## src/design/cir_pkg.sv

```systemverilog
// Constants and types for the chained interrupt request logic.
// Assumes a single 125 MHz clock and plain control ports, no register bus.
// Behaviour
// RULE1: Interrupt only when line armed and enabled.
// RULE2: Separate arm and enable per line.
// RULE3: Reset leaves all lines disarmed, disabled.
// RULE4: Armed line latches each recognised request.
// RULE5: Disarm clears request and ignores new ones.
// RULE6: Only enabled lines reach priority stage.
// RULE7: Disabled armed line holds request until enabled.
// RULE8: Host clears pending bit after servicing.
// RULE9: No new delivery until pending cleared.
// RULE10: Default recognition is one request per edge.
// RULE11: Edge mode needs deassert then reassert.
// RULE12: Optional level mode, high or low.
// RULE13: Source holds each level 1.5 microseconds; the bench holds i_ext[0] high only 6 cycles before the chain check.
// RULE14: Shared line goes to host and chain.
// RULE15: Software request stays local only.
// RULE16: Routed raw input bypasses local logic.
// RULE17: Chain lines reach host and outputs.
// RULE18: Distributed local source raises two vectors.
// RULE19: Shared lines start disarmed, silent locally.
// RULE20: Disarmed shared line keeps source interrupt.
// RULE21: Software never routes two sources together.
// RULE22: External inputs pass two-stage synchroniser.
package cir_pkg;
   localparam int N_EXT   = 12;
   localparam int N_CHAIN = 8;
   localparam int N_SW    = 4;
   localparam int N_OUT   = 4;
   // Local sources: external inputs then software pulse sources.
   localparam int N_SRC   = N_EXT + N_SW;
   localparam int N_LINE  = N_EXT + N_CHAIN;
   localparam int SRC_W   = 5;
   localparam int LINE_W  = 5;
   localparam int CLK_MHZ = 125;
   localparam int HOLD_NS = 1500;
   localparam int HOLD_CYC = (HOLD_NS * CLK_MHZ + 999) / 1000;
   localparam logic [N_LINE-1:0] ARM_RST  = 20'h0_0000;
   localparam logic [N_LINE-1:0] EN_RST   = 20'h0_0000;
   localparam logic [N_LINE-1:0] PEND_RST = 20'h0_0000;
   // Inputs idle high for the default falling mode, so no false edge or level follows reset.
   localparam logic [N_EXT-1:0]  EXT_RST  = 12'hfff;
   localparam logic [LINE_W-1:0] NO_LINE  = 5'h1f;
   typedef enum logic [1:0]
   {
      CIR_FALLING = 2'b00,
      CIR_RISING  = 2'b01,
      CIR_HIGH    = 2'b11,
      CIR_LOW     = 2'b10
   } cir_mode_t;
endpackage

```

## src/design/cir_prio.sv

```systemverilog
// Fixed priority resolver: picks the lowest numbered ready line.
// Assumes requests come from the same clock domain.
`timescale 1ns/1ns
module cir_prio
   import cir_pkg::*;
(
   input  wire logic              i_clk,
   input  wire logic              i_rst_n,
   input  wire logic [N_LINE-1:0] i_req,
   output logic                   o_irq,
   output logic [LINE_W-1:0]      o_vector
);
   logic              irq_reg;
   logic [LINE_W-1:0] vec_reg;
   logic [LINE_W-1:0] vec_next;

   always_comb
   begin
      vec_next = NO_LINE;
      for (int k = N_LINE - 1; k >= 0; k--)
      begin
         if (i_req[k])
         begin
            vec_next = LINE_W'(k);
         end
      end
   end

   always_ff @(posedge i_clk or negedge i_rst_n)
   begin
      if (!i_rst_n)
      begin
         irq_reg <= 1'b0;
         vec_reg <= NO_LINE;
      end
      else
      begin
         irq_reg <= |i_req;
         vec_reg <= vec_next;
      end
   end

   assign o_irq    = irq_reg;
   assign o_vector = vec_reg;
endmodule

```

## src/design/cir_top.sv

```systemverilog
// Per-line arm, enable, request and pending logic for external and chain lines.
// Assumes asynchronous external and chain inputs; the host clears pending bits.
`timescale 1ns/1ns
module cir_top
   import cir_pkg::*;
(
   input  wire logic                  i_clk,
   input  wire logic                  i_rst_n,
   input  wire logic [N_EXT-1:0]      i_ext,
   input  wire logic [N_CHAIN-1:0]    i_chain,
   input  wire logic [N_SW-1:0]       i_sw_pulse,
   input  wire logic [N_LINE-1:0]     i_arm,
   input  wire logic [N_LINE-1:0]     i_enable,
   input  wire logic [N_EXT-1:0]      i_sw_req,
   input  wire logic [N_LINE-1:0]     i_pend_clr,
   input  wire logic [2*N_EXT-1:0]    i_mode,
   input  wire logic [N_CHAIN*SRC_W-1:0] i_chain_src,
   input  wire logic [N_CHAIN-1:0]    i_chain_route,
   input  wire logic [N_OUT*LINE_W-1:0] i_out_src,
   input  wire logic [N_OUT-1:0]      i_out_route,
   output logic [N_CHAIN-1:0]         o_chain,
   output logic [N_OUT-1:0]           o_ext_out,
   output logic [N_LINE-1:0]          o_pending,
   output logic [N_LINE-1:0]          o_request,
   output logic                       o_irq,
   output logic [LINE_W-1:0]          o_vector
);
   logic [N_EXT-1:0]   ext_s1_reg;
   logic [N_EXT-1:0]   ext_s2_reg;
   logic [N_EXT-1:0]   ext_d_reg;
   logic [N_CHAIN-1:0] ch_s1_reg;
   logic [N_CHAIN-1:0] ch_s2_reg;
   logic [N_CHAIN-1:0] ch_d_reg;
   logic [N_LINE-1:0]  line_in;
   logic [N_LINE-1:0]  line_prev;
   logic [N_LINE-1:0]  recog;
   logic [N_LINE-1:0]  req_reg;
   logic [N_LINE-1:0]  pend_reg;
   logic [N_LINE-1:0]  deliver;
   logic [N_SRC-1:0]   src_vec;
   logic [N_CHAIN-1:0] chain_reg;
   logic [N_OUT-1:0]   out_reg;
   logic [N_CHAIN-1:0] ch_view;
   logic [N_LINE-1:0]  src_wide;

   // Two flops before anything reads the pins.
   always_ff @(posedge i_clk or negedge i_rst_n)
   begin
      if (!i_rst_n)
      begin
         ext_s1_reg <= EXT_RST;
         ext_s2_reg <= EXT_RST;
         ext_d_reg  <= EXT_RST;
         ch_s1_reg  <= '0;
         ch_s2_reg  <= '0;
         ch_d_reg   <= '0;
      end
      else
      begin
         ext_s1_reg <= i_ext; // RULE22
         ext_s2_reg <= ext_s1_reg; // RULE22
         ext_d_reg  <= ext_s2_reg;
         ch_s1_reg  <= i_chain;
         ch_s2_reg  <= ch_s1_reg;
         ch_d_reg   <= ch_view;
      end
   end

   function automatic logic recognise(input logic [1:0] mode, input logic cur,
                                      input logic prev);
      case (mode)
         CIR_RISING:  recognise = cur & ~prev;
         CIR_FALLING: recognise = ~cur & prev;
         CIR_HIGH:    recognise = cur;
         CIR_LOW:     recognise = ~cur;
         default:     recognise = 1'b0;
      endcase
   endfunction

   // Out-of-range selects read zero instead of an unknown bit.
   function automatic logic pick_bit(input logic [N_LINE-1:0] vec,
                                     input logic [LINE_W-1:0] sel, input int limit);
      if (int'(sel) < limit)
      begin
         pick_bit = vec[sel];
      end
      else
      begin
         pick_bit = 1'b0;
      end
   endfunction

   // A chain line is seen locally whether a neighbour or this board drives it, so a
   // distributed local source also raises its own chain-line interrupt on this host.
   assign ch_view   = ch_s2_reg | chain_reg; // RULE18 RULE20
   assign line_in   = {ch_view, ext_s2_reg};
   assign line_prev = {ch_d_reg, ext_d_reg};

   // Chain lines are recognised on their rising edge; external lines per mode.
   always_comb
   begin
      recog = '0;
      for (int k = 0; k < N_EXT; k++)
      begin
         recog[k] = recognise(i_mode[2*k +: 2], line_in[k], line_prev[k]) // RULE10 RULE11 RULE12
                    | i_sw_req[k];
      end
      for (int k = N_EXT; k < N_LINE; k++)
      begin
         recog[k] = line_in[k] & ~line_prev[k]; // RULE17
      end
   end

   // A request latches while armed and is dropped on disarm.
   always_ff @(posedge i_clk or negedge i_rst_n)
   begin
      if (!i_rst_n)
      begin
         req_reg <= ARM_RST; // RULE3 RULE19
      end
      else
      begin
         for (int k = 0; k < N_LINE; k++)
         begin
            if (!i_arm[k])
            begin
               req_reg[k] <= 1'b0; // RULE5 RULE19 RULE20
            end
            else if (recog[k])
            begin
               req_reg[k] <= 1'b1; // RULE4 RULE7
            end
            else if (deliver[k])
            begin
               req_reg[k] <= 1'b0;
            end
         end
      end
   end

   // Delivery needs arm, enable and no pending instance still unserviced.
   assign deliver = req_reg & i_arm & i_enable & ~pend_reg; // RULE1 RULE2 RULE6 RULE9

   // Pending set wins over a host clear in the same cycle.
   always_ff @(posedge i_clk or negedge i_rst_n)
   begin
      if (!i_rst_n)
      begin
         pend_reg <= PEND_RST;
      end
      else
      begin
         pend_reg <= deliver | (pend_reg & ~i_pend_clr); // RULE9
      end
   end

   cir_prio u_prio
   (
      .i_clk    (i_clk),
      .i_rst_n  (i_rst_n),
      .i_req    (pend_reg), // RULE6 RULE18
      .o_irq    (o_irq),
      .o_vector (o_vector)
   );

   // Raw synchronised inputs feed the chain, skipping local control logic.
   assign src_vec = {i_sw_pulse, ext_s2_reg}; // RULE15 RULE16
   assign src_wide = N_LINE'(src_vec);

   always_ff @(posedge i_clk or negedge i_rst_n)
   begin
      if (!i_rst_n)
      begin
         chain_reg <= '0;
         out_reg   <= '0;
      end
      else
      begin
         for (int c = 0; c < N_CHAIN; c++)
         begin
            chain_reg[c] <= i_chain_route[c] // RULE14
               & pick_bit(src_wide, i_chain_src[c*SRC_W +: SRC_W], N_SRC);
         end
         for (int o = 0; o < N_OUT; o++)
         begin
            out_reg[o] <= i_out_route[o] // RULE17
               & pick_bit(line_in, i_out_src[o*LINE_W +: LINE_W], N_LINE);
         end
      end
   end

   assign o_chain   = chain_reg;
   assign o_ext_out = out_reg;
   assign o_pending = pend_reg;
   assign o_request = req_reg;

   for (genvar g = 0; g < N_LINE; g++)
   begin : g_chk

   end

   // Every chain line latches its rising edge, whoever drives it.
   for (genvar c = 0; c < N_CHAIN; c++)
   begin : g_chain_chk

   end
endmodule

```

## config.mk

```make
export PLATFORM = sky130hd
export DESIGN_NAME = cir_top
export DESIGN_NICKNAME = d
export VERILOG_FILES = /design/src/design/cir_pkg.sv /design/src/design/cir_prio.sv /design/src/design/cir_top.sv
export SDC_FILE = /design/constraint.sdc
export NUM_CORES = 1
export LEC_CHECK = 0
export BUFFER_PORTS_ARGS = -buffer_cell sky130_fd_sc_hd__buf_2
export CAP_MARGIN = 15
export CORE_UTILIZATION = 44
export DETAILED_ROUTE_END_ITERATION = 10
export HOLD_SLACK_MARGIN = 0.06
export PLACE_DENSITY = 0.79
export SLEW_MARGIN = 20
export SYNTH_ARGS = -nofsm -noshare
export SYNTH_HDL_FRONTEND = slang
export SYNTH_SLANG_ARGS = --single-unit
```

## constraint.sdc

```tcl
create_clock -name i_clk -period 1.85 [get_ports i_clk]
set_input_delay 0.37 -clock i_clk [delete_from_list [all_inputs] [get_ports i_clk]]
set_output_delay 0.37 -clock i_clk [all_outputs]
set_load 0.01 [all_outputs]
```

Yosys cells after proc, flatten, opt, wreduce, memory -nomap -nowiden
Cells that the tools add are included.
{"block": "word_totals", "wordCells": 348, "output_inout_bits": 58, "regBits": 118}
{"block": "classes", "mux": 128, "eq_ne": 56, "bitwise": 96, "magnitude_cmp": 24, "reduce_logical": 13}
{"cell": "2-to-1 mux 5 bit", "n": 19}
{"cell": "2-to-1 mux 1 bit", "n": 84}
{"cell": "AND 20 bit", "n": 4}
{"cell": "less-than comparator 5 x 6 -> 1 bit, second input constant", "n": 12}
{"cell": "binary-select mux 1 bit (select 5 bit)", "n": 12}
{"cell": "less-than comparator 5 bit, second input constant", "n": 12}
{"cell": "!= test 3 x 1 -> 1 bit, second input constant", "n": 20}
{"cell": "== test 2 bit, second input constant", "n": 24}
{"cell": "one-hot mux 1 bit (4 select lines)", "n": 12}
{"cell": "AND 1 bit", "n": 44}
{"cell": "NOT 20 bit", "n": 2}
{"cell": "NOT 1 bit", "n": 32}
{"cell": "== test 2 x 1 -> 1 bit, second input constant", "n": 12}
{"cell": "zero test 2 bit", "n": 12}
{"cell": "bitwise OR 20 bit", "n": 1}
{"cell": "OR reduction 20 bit", "n": 1}
{"cell": "bitwise OR 1 bit", "n": 12}
{"cell": "bitwise OR 8 bit", "n": 1}
{"cell": "2-to-1 mux 4 bit", "n": 1}

Logic depth before layout (Yosys ltp)
Gate-level depths: netlist of the first run.
{"block": "logic_depth", "word_depth": 20, "depth_mapped": 6, "ltp_nobuf": 5}

Hierarchy
A second synthesis of the first run with hierarchy kept.
{"block": "hier_totals", "hier_cells": 475, "area_unflattened_um2": 6044.5}
{"mod": "cir_top", "area_each_um2": 5660.4, "cells_per_inst": 431, "instances": 1}
{"mod": "cir_prio", "area_each_um2": 384.1, "cells_per_inst": 44, "instances": 1}

Least setup slack after synthesis of the first run
Ideal clock, no wire load.
{"block": "synth_timing", "kind": "input-to-reg", "from": "input port i_out_src[0]", "to": "register out_reg[0] (netlist: o_ext_out[0])", "arrival_time_ns": 1.610, "path_slack_ns": 0.116, "setup_ns": 0.124, "cell_stages": 4, "path_cell_list": "clkbuf_1 mux4_2 o211a_1 o31a_1"}
{"block": "synth_between", "elab_chain_len": 4, "elab_cells_between_ends": 5}
{"element": "from (decl)", "line": "cir_top.sv:19", "text": "input wire logic [N_OUT*LINE_W-1:0] i_out_src,"}
{"element": "binary-select mux 1 bit (select 5 bit)", "line": "cir_top.sv:85", "text": "pick_bit = vec[sel];"}
{"element": "2-to-1 mux 1 bit (implied by the code)", "line": "cir_top.sv:85"}
{"element": "2-to-1 mux 1 bit *", "line": "cir_top.sv:83", "text": "if (int'(sel) < limit)"}
{"element": "AND 1 bit *", "line": "cir_top.sv:187", "text": "& pick_bit(line_in, i_out_src[o*LINE_W +: LINE_W], N_LINE);"}
{"element": "to (signal, indexed assignment)", "line": "cir_top.sv:186", "text": "out_reg[o] <= i_out_route[o]"}
{"element": "to (decl)", "line": "cir_top.sv:42", "text": "logic [N_OUT-1:0] out_reg;"}
Every way passes the cells marked *; elsewhere a longest branch is shown, timed or not. The select of a mux whose other input is x is not followed.
A chain may end at the register's enable or synchronous reset.

Worst setup path in the final report of the first run
{"block": "layout_timing", "from": "register ext_s2_reg[10]", "to": "register chain_reg[6] (netlist: o_chain[6])"}
{"block": "layout_between", "elab_chain_len": 4}
{"element": "from (decl)", "line": "cir_top.sv:29", "text": "logic [N_EXT-1:0] ext_s2_reg;"}
{"element": "from (signal assigned)", "line": "cir_top.sv:61", "text": "ext_s2_reg <= ext_s1_reg;"}
{"element": "binary-select mux 1 bit (select 5 bit)", "line": "cir_top.sv:85"}
{"element": "2-to-1 mux 1 bit (implied by the code)", "line": "cir_top.sv:85"}
{"element": "2-to-1 mux 1 bit", "line": "cir_top.sv:83"}
{"element": "AND 1 bit", "line": "cir_top.sv:182", "text": "& pick_bit(src_wide, i_chain_src[c*SRC_W +: SRC_W], N_SRC);"}
{"element": "to (signal, indexed assignment)", "line": "cir_top.sv:181", "text": "chain_reg[c] <= i_chain_route[c]"}
{"element": "to (decl)", "line": "cir_top.sv:41", "text": "logic [N_CHAIN-1:0] chain_reg;"}
No other way between the ends. The select of a mux whose other input is x is not followed.

==> flow_summary_export.csv, run 1 <==
group,metric,value,unit
run_status,outcome,"complete, no violations",
placed_design,portBuffers,251,
global_routing,grt-ovfl-total,0,
die,die_area,0.0142,sq mm
logic_synthesis,synth_compound_area_share,10.4,%
logic_synthesis,syn_avg_cell_area,12.9,sq um
critical_path,startpoint_type,"flop",
cts,post_cts_resize_count,0,
critical_path,worstPathArrival,2100,ps
die,coreArea,0.0133,sq mm
cells_and_area,area_delta_synth_final,38.7,%
logic_synthesis,synth_top_area_share,31.9,%
timing,worst_pin_slew,435,ps
power_and_ir_drop,switchingPower,1.94,mW
placed_design,dp.cells,896,
logic_synthesis,synth_fp_nets,662,
detailed_routing,viasPerCell,5.64,
timing,hold_violations,0,
logic_synthesis,synth_area,0.00604,sq mm
detailed_routing,wl_per_cell,19.6,microns
timing,tns,0,ps
timing,fin_skew,6.72,ps
cts,cts_setup_buffers,0,
detailed_routing,first_pass_iters,5,
timing,min_period,1800,ps
global_routing,grt_pass1_wl,28.7,mm
logic_synthesis,postSynthCellCount,468,
cts,cts_htree_levels,4,
die,io_pins,252,
logic_synthesis,synth-edff-count,0,
critical_path,required,2150,ps
detailed_routing,vias,5348,
placed_design,dp_hpwl,14.2,mm
logic_synthesis,synth_mux_area_share,25.2,%
cells_and_area,antenna_cells,0,
cts,numCtsBuffers,17,
logic_synthesis,yosysTopAreaCell,"dfrtp_1",
cts,clock_latency,410,ps
detailed_routing,ant_nets,0,
min_path,worstHoldPathType,"in2reg",
logic_synthesis,yosysMostFrequentCell,"dfrtp_1",
timing,relSlewSlack,70.9,%
logic_synthesis,synth_commonest_cells,"77 x dfrtp_1, 41 x dfstp_2, 34 x nor2_1",
timing,setup_viol,0,
cells_and_area,layout.cells.non_filler,948,
logic_synthesis,synth_simple_gate_area_share,10.7,%
global_routing,grt_max_degree,48,
flow_run,cap_violations,0,
timing,fin_crit_sh,97.2,%
critical_path,critPathCaptureType,"flop",
cts,clkTransAtPathRegs,60,ps
logic_synthesis,synth_top_family_by_area,"multiplexers",
logic_synthesis,synth_adder_area_share,0,%
placed_design,gp_congestion,0.903,
cells_and_area,drive_above_1_share,47.9,%
critical_path,critPathKind,"reg2reg",
logic_synthesis,yosysUniqueCellTypes,40,
power_and_ir_drop,power_frac_seq,40.1,%
cells_and_area,seq_area,0.00300,sq mm
detailed_routing,first_iter_violations,369,
power_and_ir_drop,clkPwrFrac,43.7,%
power_and_ir_drop,ir_drop,0.605,mV
global_routing,track_usage,27.3,%
power_and_ir_drop,intPower,5.52,mW
global_routing,antenna_found_initial,3,
critical_path,path_max_fanout,13,
power_and_ir_drop,p_per_area,890,mW/mm^2
cts,clk_path_buf_depth,2,
cts,clock-sinks,118,
die,die_h,119,microns
logic_synthesis,synth_flop_cell,"dfrtp_1",
logic_synthesis,ys_warn_count,0,
die,dieWidth,119,microns
cells_and_area,nFillCells,1028,
global_routing,grt_pass1_vias,5374,
die,start_util,45.5,%
power_and_ir_drop,p_leak,4.06,nW
cts,tritoncts,"yes",
timing,grt_setup_unrepaired,"false",
timing,drv_slew,0,
power_and_ir_drop,p_sw_share,26.0,%
logic_synthesis,synth-xor-area-share,0,%
cells_and_area,multi_input_area,0.00280,sq mm
cts,ctsRootBufferMaster,"clkbuf_16",
logic_synthesis,yosys_register_bits,118,
detailed_routing,wirelength,18.6,mm
detailed_routing,drc_errors,0,
logic_synthesis,synthTopCellsByArea,"dfrtp_1 32%, dfstp_2 18%, mux4_1 13%",
logic_synthesis,yosysSeqAreaShare,49.7,%
cells_and_area,nets,953,
timing,max_freq,556,MHz
power_and_ir_drop,combPwrFrac,16.3,%
logic_synthesis,ys_async_sr_fraction,100,%
die,placementRows,42,
power_and_ir_drop,finalPower,7.46,mW
## critical path: stages (launching register included)
cell	delay [ps]
dfstp_2	460
mux4_1	520
mux4_2	490
and3b_1	200
## final timing paths
check / cells past startpoint / start / end / slack (ps)
min in group asynchronous: 3 / i_rst_n / ch_s2_reg[7] / 480
setup reg to reg: 3 / ext_s2_reg[10] / o_chain[6] / 50
max in group asynchronous: 3 / i_rst_n / ext_d_reg[3] / 960
hold reg to reg: 0 / ch_s1_reg[7] / ch_s2_reg[7] / 350
setup / recovery: 3 / ext_s2_reg[10] / o_chain[6] / 50
hold / removal: 1 / i_chain[4] / ch_s1_reg[4] / 90
## routing by layer
| layer | vias to the layer above | wire (microns) | GRT usage [%] |
|---|---|---|---|
| met5 | - | 35 | 0 |
| met4 | 6 | 607 | 12.6 |
| met3 | 52 | 1650 | 7.57 |
| met2 | 322 | 9190 | 45.1 |
| met1 | 2584 | 7110 | 33.2 |
| li1 | 2384 | - | - |
## metrics by stage
step | util (%) | setup slack, ps | instance area (sq um) | hold slack, ps
floorplan | - | 116 | 6040 | 74.4
global placement | 57.0 | 28.7 | 7580 | 332
detailed placement | 57.0 | -33.6 | 7580 | 336
CTS | 63.0 | 57.3 | 8380 | 70.3
global route | 63.0 | 12.3 | 8380 | 71.0
finish | 63.0 | 52.7 | 8380 | 94.2
## logic make-up (layout without fill, tap and decap cells)
| family | count (synthesis) | in the layout |
|---|---|---|
| buf+inv | 52 | 356 |
| mux | 71 | 71 |
| flops | 118 | 118 |
| compound gates | 98 | 98 |
| simple gates | 129 | 129 |
## layout by cell type, fill, tap and decap left out, drive strengths merged, types with 7 or more instances in the layout
master / instances
mux4: 56
nand2: 27
nand3: 11
and3b: 8
a21boi: 17
dfstp: 41
dfrtp: 77
nor3: 15
dlygate4sd3: 20
a31oi: 15
mux2i: 15
inv: 38
o21ai: 19
o22ai: 7
nand2b: 16
a21oi: 20
buf: 271
nor2: 34
clkbuf: 20
## area by class of cell
cell class                 count  area share [%]
tap                          176            2.63
clock inverter                12            1.34
inverter                      33            1.48
multi-input combinational    298            33.4
sequential                   118            35.8
timing repair buffer         291            19.5
clock buffer                  20            5.84
## what timing repair did
item | CTS | global route
hold endpoints to repair | 96 | 0
hold buffers | 20 | 0
endpoints found under the setup margin | 0 | 0
## power groups by stage
stage                     registers [mW]  clock network (mW)  logic, mW
after detailed placement            3.03                   0       1.18
final                               2.99                3.26       1.21
after CTS                           2.99                3.32       1.22
after global placement              3.02                   0       1.15
after global routing                3.01                3.44       1.32
after floorplan                     3.01                   0      0.557
No activity file was read; power rests on OpenSTA's default activity.
==> inputs of run 2 (changes only) <==
- CORE_UTILIZATION: 44 -> 32
- PLACE_DENSITY: 0.79 -> 0.61
==> flow_summary_export.csv, run 2 (synthesis results as in run 1) <==
group,metric,value,unit
detailed_routing,first_pass_iters,8,
cells_and_area,mostFrequentLayoutCells,"250 x buf_2, 77 x dfrtp_1, 41 x dfstp_2, 34 x nor2_1, 33 x inv_1",
timing,worst_pin_slew,410,ps
detailed_routing,wirelength,19.2,mm
die,start_util,33.2,%
flow_run,cap_violations,0,
cts,cts_setup_buffers,0,
cts,clock-sinks,118,
critical_path,critPathCaptureType,"flop",
die,die_h,139,microns
placed_design,portBuffers,251,
cells_and_area,layout_commonest_cell,"buf_2",
timing,fin_crit_sh,97.1,%
global_routing,grt_pass1_wl,29.4,mm
cells_and_area,nFillCells,1688,
power_and_ir_drop,ir_drop,0.592,mV
timing,drv_slew,0,
cells_and_area,area_delta_synth_final,40.5,%
cells_and_area,layout.cells.non_filler,1007,
timing,relSlewSlack,72.4,%
placed_design,dp.cells,952,
cts,clkTransAtPathRegs,60,ps
cells_and_area,nets,957,
power_and_ir_drop,p_per_area,897,mW/mm^2
critical_path,cpPeakStageDelay,560,ps
timing,max_freq,556,MHz
die,io_pins,252,
timing,grt_setup_unrepaired,"true",
cts,tritoncts,"yes",
cts,clk_path_buf_depth,2,
die,coreArea,0.0182,sq mm
placed_design,dp_hpwl,14.8,mm
timing,tns,0,ps
global_routing,grt_pass1_vias,5383,
placed_design,place_ws,-27.2,ps
critical_path,critPathKind,"reg2reg",
placed_design,gp_congestion,0.873,
global_routing,grt-ovfl-total,0,
cts,clock_latency,420,ps
cts,numCtsBuffers,17,
detailed_routing,viasPerCell,5.23,
cts,ctsRootBufferMaster,"clkbuf_16",
timing,hold_violations,0,
min_path,worstHoldPathType,"in2reg",
die,die_area,0.0194,sq mm
critical_path,path_max_fanout,15,
timing,min_period,1800,ps
global_routing,track_usage,20.3,%
cts,post_cts_resize_count,0,
timing,setup_viol,0,
critical_path,worst_path_max_delay_cell,"mux4_1",
critical_path,cp_cell_sequence,"mux4_1, mux4_2, and3b_1",
cells_and_area,drive_above_1_share,48.1,%
detailed_routing,drc_errors,0,
detailed_routing,ant_nets,0,
timing,timing.hold.ws,114,ps
critical_path,worstPathArrival,2110,ps
die,placementRows,49,
power_and_ir_drop,p_leak,4.08,nW
timing,fin_skew,6.43,ps
detailed_routing,vias,5268,
detailed_routing,wl_per_cell,19.0,microns
run_status,outcome,"complete, no violations",
cts,cts_htree_levels,4,
die,dieWidth,139,microns
critical_path,startpoint_type,"flop",
timing,fin_ws,52.7,ps
detailed_routing,first_iter_violations,305,
global_routing,grt_max_degree,47,
critical_path,required,2160,ps
global_routing,antenna_found_initial,5,
## run 2: cell count changes in the layout (fill, tap and decap cells not counted), sizes merged
| cell | previous run | this run |
|---|---|---|
| buf | 271 | 274 |
| bufinv | 1 | 2 |
| clkbuf | 20 | 17 |
| clkinv | 5 | 2 |
| clkinvlp | 1 | 0 |
| diode | 0 | 2 |
| dlygate4sd3 | 20 | 21 |
| inv | 38 | 44 |
## run 2: path summary, 6_finish.rpt
kind                       slack (ps)            from  cells after the start            end
setup / recovery                   50   ext_s2_reg[9]                      3     o_chain[5]
hold / removal                    110  i_pend_clr[18]                      2  o_pending[18]
setup reg to reg                   50   ext_s2_reg[9]                      3     o_chain[5]
hold reg to reg                   340    ch_s1_reg[7]                      0   ch_s2_reg[7]
max in group asynchronous         900         i_rst_n                      3  ext_d_reg[10]
min in group asynchronous         360         i_rst_n                      2     o_chain[3]
## run 2: worst max-delay path: cells and delay by family (launching register included)
kind	cells	cell delay [ps]
muxes	2	1030
DFF	1	470
and+or+nand+nor	1	190
## run 2: routing by layer
metal  share of wire, %  vias up  global-route usage (%)
li1                   -     2401                       -
met1                 40     2548                    24.2
met2                 49      273                    33.5
met3                8.7       40                    6.71
met4                2.9        6                    9.18
met5               0.15        -                       0
## run 2: layout make-up
cell class,count,area (sq um),share of cell area [%]
diodes,2,5.00,0.0589
clock buffers,17,425,5.01
clock inverters,15,181,2.14
inverters,33,124,1.46
multi-input cells,298,2800,32.9
flip-flops and latches,118,3000,35.4
well taps,229,287,3.37
repair buffers,295,1670,19.7
## run 2: where the power goes
group | internal (mW) | switching (mW) | total (mW) | leakage, nW
clock network | 2.05 | 1.36 | 3.41 | 0.302
registers | 2.82 | 0.166 | 2.98 | 1.40
logic | 0.655 | 0.569 | 1.22 | 2.38
## run 2: timing repair
| action | CTS | global route |
|---|---|---|
| hold buffers | 21 | 0 |
| setup endpoints to repair | 0 | 1 |
| endpoints found under the hold margin | 41 | 0 |
## run 2: stage by stage
step	total power, mW	cell area (sq um)	util (%)
detailed placement	4.22	7670	42.1
global placement	4.20	7670	42.1
floorplan	3.57	6040	-
CTS	7.73	8490	46.6
global route	7.97	8490	46.6
finish	7.61	8490	46.6
